### src/design/pin_mux_defines.vh
// constants for the shared boot-rom / video-module pin group multiplexer
// assumes a single core clock and a synchronous active-low reset
//
// Overview of operation
// RULE1: vertical sync polarity is programmable
// RULE2: vertical sync floats while sync enable low
// RULE3: 64K bios drives address bit 15
// RULE4: strapped low bit15 pin: 32K, serial data
// RULE5: rom mode drives address bits 14..7
// RULE6: video module mode: upper pins are video
// RULE7: no bit1 strap: upper pins carry pixels
// RULE8: test mode: upper pins carry tests 24-31
// RULE9: pin 6: data/read strobe, or test 8
// RULE10: pin 5: direction/write strobe, or test 9
// RULE11: pin 4: acknowledge/ready input, or test 10
// RULE12: low pins: host address, or tests 11-14
// RULE13: select pin: chip select, or test 15
// RULE14: data pins: rom, host data, tests 7-0
// RULE15: rom select enables rom onto data
// RULE16: rom select strapped low disables rom
// RULE17: serial port two uses clock pin, bit15
// RULE18: video enable gates pixels or flags valid
// RULE19: sync enable gates syncs or is gpio
// RULE20: straps sampled at reset end, held
`ifndef PIN_MUX_DEFINES_VH
`define PIN_MUX_DEFINES_VH

// ******
// pin group widths
// ******
`define UPPER_W      8
`define LOW_W        4
`define DATA_W       8
`define TEST_W       32

// ******
// operating modes
// ******
`define MODE_W       2
`define MODE_ROM     2'h0
`define MODE_VIDEO   2'h1
`define MODE_TEST    2'h2

// ******
// test output positions
// ******
`define T_UPPER_LSB  24
`define T_PIN6       8
`define T_PIN5       9
`define T_PIN4       10
`define T_LOW_LSB    11
`define T_SEL        15
`define T_DATA_LSB   0

// ******
// strap reset values
// ******
`define STRAP_RST    1'h0

`endif

### src/design/rom_video_port_pin_mux.v
// shared boot-rom pin group multiplexer: rom bus, video-module port,
// feature connector pixel bus, test outputs and second serial port
// assumes all core-side inputs are on ref_clk; pins are resynchronised
`timescale 1ns/10ps
`include "pin_mux_defines.vh"

module rom_video_port_pin_mux
(
    input  wire                   ref_clk,
    input  wire                   rst_b,
    // configuration
    input  wire [`MODE_W-1:0]     mode_sel,
    input  wire                   video_sub_mode,
    input  wire                   vsync_polarity,
    // core side rom access
    input  wire                   rom_read_req,
    input  wire [15:0]            rom_addr,
    output reg  [`DATA_W-1:0]     rom_rdata_r,
    output reg                    rom_rdata_valid_r,
    // core side video-module host access
    input  wire [`LOW_W-1:0]      host_addr_bus,
    input  wire [`DATA_W-1:0]     host_wdata,
    input  wire                   host_write,
    input  wire                   host_cycle,
    input  wire                   periph_select,
    output reg  [`DATA_W-1:0]     host_rdata_r,
    output reg                    transfer_ack_r,
    output reg  [`UPPER_W-1:0]    video_in_bus_r,
    output reg                    video_valid_r,
    // feature connector
    input  wire [`UPPER_W-1:0]    pixel_data,
    input  wire                   vsync_core,
    // test outputs
    input  wire [`TEST_W-1:0]     test_out,
    // second serial port, open drain
    input  wire                   serial2_clock_drive_low,
    input  wire                   serial2_data_drive_low,
    output reg                    serial2_clock_r,
    output reg                    serial2_data_r,
    // general purpose on the sync enable pin in video mode
    input  wire                   gpio_out,
    input  wire                   gpio_oe,
    output reg                    gpio_in_r,
    // strap status
    output wire                   bios_32k,
    output wire                   pixel_bus_en,
    output wire                   rom_absent,
    // pins
    input  wire                   vsync_pin_in,
    output reg                    vsync_pin_out,
    output reg                    vsync_pin_oe,
    input  wire                   rom_addr_bit15_pin_in,
    output reg                    rom_addr_bit15_pin_out,
    output reg                    rom_addr_bit15_pin_oe,
    input  wire [`UPPER_W-1:0]    rom_addr_upper_pins_in,
    output reg  [`UPPER_W-1:0]    rom_addr_upper_pins_out,
    output reg                    rom_addr_upper_pins_oe,
    input  wire                   rom_addr_bit6_pin_in,
    output reg                    rom_addr_bit6_pin_out,
    output reg                    rom_addr_bit6_pin_oe,
    input  wire                   rom_addr_bit5_pin_in,
    output reg                    rom_addr_bit5_pin_out,
    output reg                    rom_addr_bit5_pin_oe,
    input  wire                   rom_addr_bit4_pin_in,
    output reg                    rom_addr_bit4_pin_out,
    output reg                    rom_addr_bit4_pin_oe,
    input  wire [`LOW_W-1:0]      rom_addr_low_pins_in,
    output reg  [`LOW_W-1:0]      rom_addr_low_pins_out,
    output reg                    rom_addr_low_pins_oe,
    input  wire                   periph_select_n_in,
    output reg                    periph_select_n_out,
    output reg                    periph_select_n_oe,
    input  wire [`DATA_W-1:0]     rom_data_pins_in,
    output reg  [`DATA_W-1:0]     rom_data_pins_out,
    output reg                    rom_data_pins_oe,
    input  wire                   boot_rom_select_n_in,
    output reg                    boot_rom_select_n_out,
    output reg                    boot_rom_select_n_oe,
    input  wire                   serial2_clock_in,
    output reg                    serial2_clock_out,
    output reg                    serial2_clock_oe,
    input  wire                   sync_buffer_enable_n_in,
    output reg                    sync_buffer_enable_n_out,
    output reg                    sync_buffer_enable_n_oe,
    input  wire                   video_buffer_enable_n_in
);

    // ******
    // pin input synchronisers
    // ******
    localparam SYNC_W = `UPPER_W + `DATA_W + 7;

    wire [SYNC_W-1:0] pins_raw;
    reg  [SYNC_W-1:0] pins_s1_r;
    reg  [SYNC_W-1:0] pins_s2_r;

    assign pins_raw = {rom_addr_upper_pins_in, rom_data_pins_in,
                       rom_addr_bit4_pin_in, rom_addr_bit15_pin_in,
                       serial2_clock_in, sync_buffer_enable_n_in,
                       video_buffer_enable_n_in, vsync_pin_in,
                       rom_addr_bit6_pin_in};

    always @(posedge ref_clk)
    begin
        pins_s1_r <= pins_raw;
        pins_s2_r <= pins_s1_r;
    end

    wire [`UPPER_W-1:0] upper_s  = pins_s2_r[SYNC_W-1 -: `UPPER_W];
    wire [`DATA_W-1:0]  data_s   = pins_s2_r[6+`DATA_W -: `DATA_W];
    wire                ack_s    = pins_s2_r[6];
    wire                sda_s    = pins_s2_r[5];
    wire                scl_s    = pins_s2_r[4];
    wire                sync_en_s = pins_s2_r[3];
    wire                vid_en_s = pins_s2_r[2];

    // ******
    // strap capture
    // ******
    wire straps_valid;

    strap_latch u_strap
    (
        .ref_clk        (ref_clk),
        .rst_b          (rst_b),
        .bit15_pin_in   (rom_addr_bit15_pin_in),
        .bit1_pin_in    (rom_addr_low_pins_in[1]),
        .rom_sel_pin_in (boot_rom_select_n_in),
        .bios_32k_r     (bios_32k),
        .pixel_bus_en_r (pixel_bus_en),
        .rom_absent_r   (rom_absent),
        .straps_valid_r (straps_valid)
    );

    // ******
    // mode decode
    // ******
    wire mode_video = (mode_sel == `MODE_VIDEO);
    wire mode_test  = (mode_sel == `MODE_TEST);
    wire mode_rom   = ~mode_video & ~mode_test;
    // rom cycles are held off until straps are known, so a strapped-low
    // select never sees a stray access
    wire rom_go     = mode_rom & rom_read_req & ~rom_absent & straps_valid;   // [RULE16]

    // ******
    // pin drive
    // ******
    always @*
    begin
        // vertical sync
        vsync_pin_out = vsync_core ^ vsync_polarity; // [RULE1]
        vsync_pin_oe  = ~mode_video & sync_en_s; // [RULE2] [RULE19]

        // address bit 15: address for 64K, else serial data only
        if (mode_rom && !bios_32k && rom_go)
        begin
            rom_addr_bit15_pin_out = rom_addr[15]; // [RULE3]
            rom_addr_bit15_pin_oe  = 1'h1;
        end
        else
        begin
            rom_addr_bit15_pin_out = 1'h0; // [RULE4] [RULE17]
            rom_addr_bit15_pin_oe  = serial2_data_drive_low;
        end

        // upper group
        if (mode_test)
        begin
            rom_addr_upper_pins_out = test_out[`T_UPPER_LSB +: `UPPER_W]; // [RULE8]
            rom_addr_upper_pins_oe  = 1'h1;
        end
        else if (mode_video)
        begin
            rom_addr_upper_pins_out = {`UPPER_W{1'h0}}; // [RULE6]
            rom_addr_upper_pins_oe  = 1'h0;
        end
        else if (rom_go)
        begin
            rom_addr_upper_pins_out = rom_addr[14:7]; // [RULE5]
            rom_addr_upper_pins_oe  = 1'h1;
        end
        else
        begin
            // pixel bus buffers follow the active-low video enable
            rom_addr_upper_pins_out = pixel_data; // [RULE7]
            rom_addr_upper_pins_oe  = pixel_bus_en & ~vid_en_s; // [RULE18]
        end

        // strobes, address low, chip select
        if (mode_test)
        begin
            rom_addr_bit6_pin_out = test_out[`T_PIN6];                 // [RULE9]
            rom_addr_bit5_pin_out = test_out[`T_PIN5];                 // [RULE10]
            rom_addr_bit4_pin_out = test_out[`T_PIN4];                 // [RULE11]
            rom_addr_low_pins_out = test_out[`T_LOW_LSB +: `LOW_W];    // [RULE12]
            periph_select_n_out   = test_out[`T_SEL];                  // [RULE13]
            rom_addr_bit4_pin_oe  = 1'h1;
        end
        else if (mode_video)
        begin
            // sub-mode 0: data strobe + direction; 1: read + write strobes
            rom_addr_bit6_pin_out = video_sub_mode ?
                                    ~(host_cycle & ~host_write) : ~host_cycle;   // [RULE9]
            rom_addr_bit5_pin_out = video_sub_mode ?
                                    ~(host_cycle & host_write) : ~host_write;    // [RULE10]
            rom_addr_bit4_pin_out = 1'h0;
            rom_addr_low_pins_out = host_addr_bus;                     // [RULE12]
            periph_select_n_out   = ~periph_select;                    // [RULE13]
            rom_addr_bit4_pin_oe  = 1'h0;                              // [RULE11]
        end
        else
        begin
            rom_addr_bit6_pin_out = rom_addr[6];
            rom_addr_bit5_pin_out = rom_addr[5];
            rom_addr_bit4_pin_out = rom_addr[4];
            rom_addr_low_pins_out = rom_addr[3:0];
            periph_select_n_out   = 1'h1;
            rom_addr_bit4_pin_oe  = rom_go;
        end
        rom_addr_bit6_pin_oe  = mode_test | mode_video | rom_go;
        rom_addr_bit5_pin_oe  = mode_test | mode_video | rom_go;
        rom_addr_low_pins_oe  = mode_test | mode_video | rom_go;
        periph_select_n_oe    = mode_test | mode_video;

        // data bus
        if (mode_test)
        begin
            rom_data_pins_out = test_out[`T_DATA_LSB +: `DATA_W]; // [RULE14]
            rom_data_pins_oe  = 1'h1;
        end
        else if (mode_video)
        begin
            rom_data_pins_out = host_wdata; // [RULE14]
            rom_data_pins_oe  = host_cycle & host_write;
        end
        else
        begin
            rom_data_pins_out = {`DATA_W{1'h0}}; // [RULE14]
            rom_data_pins_oe  = 1'h0;
        end

        // rom select: the pin is released until straps are caught
        boot_rom_select_n_out = ~rom_go; // [RULE15]
        boot_rom_select_n_oe  = straps_valid & ~rom_absent; // [RULE16]

        // open-drain serial clock
        serial2_clock_out = 1'h0; // [RULE17]
        serial2_clock_oe  = serial2_clock_drive_low;

        // sync enable pin is an input outside video mode
        sync_buffer_enable_n_out = gpio_out; // [RULE19]
        sync_buffer_enable_n_oe  = mode_video & gpio_oe;
    end

    // ******
    // captured inputs
    // ******
    always @(posedge ref_clk)
    begin
        if (!rst_b)
        begin
            rom_rdata_r       <= {`DATA_W{1'h0}};
            rom_rdata_valid_r <= 1'h0;
            host_rdata_r      <= {`DATA_W{1'h0}};
            transfer_ack_r    <= 1'h0;
            video_in_bus_r    <= {`UPPER_W{1'h0}};
            video_valid_r     <= 1'h0;
            serial2_clock_r   <= 1'h1;
            serial2_data_r    <= 1'h1;
            gpio_in_r         <= 1'h0;
        end
        else
        begin
            rom_rdata_valid_r <= rom_go; // [RULE15]
            if (rom_go)
                rom_rdata_r <= data_s;
            if (mode_video)
            begin
                host_rdata_r   <= data_s; // [RULE14]
                transfer_ack_r <= video_sub_mode ? ack_s : ~ack_s; // [RULE11]
                video_in_bus_r <= upper_s; // [RULE6]
                video_valid_r  <= vid_en_s; // [RULE18]
                gpio_in_r      <= sync_en_s; // [RULE19]
            end
            else
            begin
                transfer_ack_r <= 1'h0;
                video_valid_r  <= 1'h0;
            end
            serial2_clock_r <= scl_s; // [RULE17]
            serial2_data_r  <= sda_s;
        end
    end

endmodule

### src/design/strap_latch.v
// strap capture: double-synchronises three strap pins and latches them
// on the first clock after reset is released, holding until next reset
`timescale 1ns/10ps
`include "pin_mux_defines.vh"

module strap_latch
(
    input  wire       ref_clk,
    input  wire       rst_b,
    input  wire       bit15_pin_in,
    input  wire       bit1_pin_in,
    input  wire       rom_sel_pin_in,
    output reg        bios_32k_r,
    output reg        pixel_bus_en_r,
    output reg        rom_absent_r,
    output reg        straps_valid_r
);

    reg  [2:0]        sync1_r;
    reg  [2:0]        sync2_r;

    always @(posedge ref_clk)
    begin
        sync1_r <= {bit15_pin_in, bit1_pin_in, rom_sel_pin_in};
        sync2_r <= sync1_r;
    end

    // latch once at the first edge after release, then freeze
    always @(posedge ref_clk)
    begin
        if (!rst_b)
        begin
            straps_valid_r <= `STRAP_RST;
            bios_32k_r     <= `STRAP_RST;
            pixel_bus_en_r <= `STRAP_RST;
            rom_absent_r   <= `STRAP_RST;
        end
        else if (!straps_valid_r)
        begin
            straps_valid_r <= 1'h1;                 // [RULE20]
            bios_32k_r     <= ~sync2_r[2];          // [RULE4]
            pixel_bus_en_r <= sync2_r[1];           // [RULE7]
            rom_absent_r   <= ~sync2_r[0];          // [RULE16]
        end
    end

endmodule

### config.mk
export PLATFORM = sky130hd
export DESIGN_NAME = rom_video_port_pin_mux
export DESIGN_NICKNAME = d
export VERILOG_FILES = /design/src/design/rom_video_port_pin_mux.v /design/src/design/strap_latch.v
export VERILOG_INCLUDE_DIRS = /design/src /design/src/design
export SDC_FILE = /design/constraint.sdc
export NUM_CORES = 1
export LEC_CHECK = 0
export BUFFER_PORTS_ARGS = -buffer_cell sky130_fd_sc_hd__buf_4
export CORE_MARGIN = 3
export CORE_UTILIZATION = 42
export CTS_BUF_LIST = sky130_fd_sc_hd__clkbuf_4
export DETAILED_ROUTE_END_ITERATION = 16
export PLACE_DENSITY = 0.81
export SLEW_MARGIN = 10
export SYNTH_ARGS = -nofsm -noshare
export SYNTH_HDL_FRONTEND = slang
export SYNTH_SLANG_ARGS = --single-unit
### constraint.sdc
create_clock -name ref_clk -period 1.3 [get_ports ref_clk]
set_input_delay 0.065 -clock ref_clk [delete_from_list [all_inputs] [get_ports ref_clk]]
set_output_delay 0.065 -clock ref_clk [all_outputs]
set_load 0.02 [all_outputs]
==> impl_metrics.env <==
export IMPL_outcome="finished with violations"
export IMPL_violations="setup timing"
export IMPL_tritoncts="yes"
export IMPL_fillerInstances=429
export IMPL_syn_area_per_cell_sq_um=10.7
export IMPL_grt_util_met1=0.209
export IMPL_synthTopCellsByArea="dfxtp_1 (59%), mux2i_1 (11%), nor2b_1 (5.3%), nand2_1 (4.8%), a22o_1 (2.6%)"
export IMPL_setup_violations=16
export IMPL_netlist_instances=254
export IMPL_grt_total_usage=0.205
export IMPL_yosysUniqueCellTypes=30
export IMPL_port_buffers=166
export IMPL_met3_usage=0.0656
export IMPL_num_antenna_cells=0
export IMPL_synthMostInstantiatedCell="dfxtp_1"
export IMPL_clock_tree_root_cell="clkbuf_4"
export IMPL_gp_congestion=0.818
export IMPL_rows=28
export IMPL_clkTransAtPathRegs_ns=0.10
export IMPL_clkLatencyLatePin_ns=0.40
export IMPL_antenna_found_initial=0
export IMPL_synth_edf_count=0
export IMPL_io_pins=187
export IMPL_drv_cap=0
export IMPL_ys_flop_type="dfxtp_1"
export IMPL_synthToLayoutAreaGrowth_pct=66.1
export IMPL_critPathKind="reg -> out"
export IMPL_die_y_um=86.4
export IMPL_ys_warn_count=0
export IMPL_routed_wl_um=7840
export IMPL_placed_area_sq_um=4070
export IMPL_drtIter0Drc=53
export IMPL_drive_gt1_frac=0.452
export IMPL_grt_pass1_vias=2487
export IMPL_slew_violations=0
export IMPL_fin_skew_ns=0.0121
export IMPL_finalSetupTns_ns=-5.21
export IMPL_multi_input_area_sq_um=1030
export IMPL_dr_pass1_iters=4
export IMPL_fin_crit_sh=1.30
export IMPL_period_minus_slack_ns=1.69
export IMPL_fmax_ghz=0.590
export IMPL_cp_arrival_ns=1.63
export IMPL_yosys_area_top_type="dfxtp_1"
export IMPL_die_area_sq_um=7470
export IMPL_startpoint_type="flip-flop"
export IMPL_fin_ws_ns=-0.394
export IMPL_core_area_sq_um=6100
export IMPL_synth_area_sq_um=2720
export IMPL_dp_cells=487
export IMPL_ys_ff_latch=80
export IMPL_ir_drop_mv=0.995
export IMPL_grt_max_degree=35
export IMPL_cts_made_buffers=9
export IMPL_die_width_um=86.4
export IMPL_hold_path_class="in -> out"
export IMPL_drc_errors=0
export IMPL_worst_path_max_fanout=7
export IMPL_worstPathRequired_ns=1.24
export IMPL_busiest_layer="met2"
export IMPL_async_flop_share=0
export IMPL_cts_htree_levels=3
export IMPL_final_net_count=565
export IMPL_synth_nets=369
export IMPL_register_area_sq_um=1600
export IMPL_dpl_hpwl_um=5740
export IMPL_routedWlPerCell_um=14.8
export IMPL_synth_top_cells_by_count="dfxtp_1 (80), nand2_1 (35), mux2i_1 (30)"
export IMPL_grt_met2_usage=0.389
export IMPL_gr_total_overflow=0
export IMPL_ys_seq_area_frac=0.590
export IMPL_grt_pass1_wl_um=11800
export IMPL_final_cell_area_sq_um=4510
export IMPL_synth_top_area_frac=0.590
export IMPL_hold_viol_final=0
export IMPL_rsz0062_at_grt="yes"
export IMPL_fin_cells=529
export IMPL_start_util=0.446
export IMPL_end_kind="output port"
export IMPL_powerDensity_nw_per_um2=1070
export IMPL_vias=2452
export IMPL_power_leakage_nw=2.17
export IMPL_drtAntennaViolNets=0
export IMPL_r2r_slack_ns=0.13
export IMPL_clk_path_buf_depth=2
export IMPL_via_per_inst=4.64
export IMPL_clock_sinks=80
kinds of logic after synthesis:
kind of cell / share of synthesized area
flip-flops: 0.590
buffers and inverters: 0.0525
AND/OR/NAND/NOR: 0.131
other: 0.00138
multiplexers: 0.111
AO/OA/AOI/OAI: 0.0995
adder cells (fa/ha/maj): 0.00921
XOR/XNOR: 0.00645
cell usage in the layout (no fill, tap or decap), drive strengths merged, types with 3 or more instances in the layout:
cell         count
nor2b           23
buf            181
nand2           35
a21oi            3
dlygate4sd3     25
o21bai           3
and2             3
inv              7
o21ai           16
a21boi           8
clkinv           5
a22o             8
mux2i           30
dfxtp           80
clkbuf          10
worst max-delay path, stage by stage, from the launching register on:
cell,delay [ns]
dfxtp_2,0.34
and4b_1,0.28
inv_2,0.08
buf_12,0.14
mux2i_1,0.12
o21ai_1,0.13
buf_4,0.16
power breakdown:
part	switching, mW	internal [mW]	total (mW)
Sequential	0.0480	2.57	2.62
Clock	0.747	0.387	1.13
Combinational	0.484	0.586	1.07
state kept, by name, indices dropped and copies added (netlist names), 2 cells and up:
signal / cells
u_strap.sync1_r: 2
pins_s1_r: 21
u_strap.sync2_r: 2
video_in_bus_r: 8
pins_s2_r: 21
rom_rdata_r: 8
host_rdata_r: 8
worst paths after layout:
check,startpoint,endpoint,cells after the start
max,u_strap.rom_absent_r,rom_addr_upper_pins_out[4],6
min,serial2_clock_drive_low,serial2_clock_oe,0
max reg2reg,u_strap.rom_absent_r,rom_rdata_r[0],5
min reg2reg,pins_s1_r[6],pins_s2_r[6],0
area by class of cell:
class	instances	share of cell area
Inverter	7	0.00582
Multi-Input combinational cell	146	0.227
Clock inverter	5	0.00554
Sequential cell	80	0.355
Clock buffer	10	0.0166
Timing Repair Buffer	206	0.369
Tap cell	75	0.0208
through the flow:
step                      utilization  setup slack (ns)  power, mW  hold WS (ns)
after global routing            0.740            -0.487       5.05         0.130
after CTS                       0.731            -0.408       4.84       0.00221
after floorplan                     -            -0.122       3.13        0.0927
after global placement          0.667           -0.0815       3.63         0.130
after detailed placement        0.667            -0.145       3.65         0.130
final                           0.740            -0.394       4.83         0.130
metal layers:
layer / up-vias / wire length [um]
li1: 1224 / -
met1: 1115 / 2700
met2: 101 / 4250
met3: 12 / 732
met4: 0 / 146
met5: - / 0
repair_timing:
action,in CTS,in global routing
resized for setup,11,13
gates cloned,0,0
hold buffers,24,1
hold endpoints to repair,25,1
setup endpoints to repair,27,37
buffers inserted,2,1
pin swaps,0,4
Note: power is estimated with default switching activity, not from simulation.
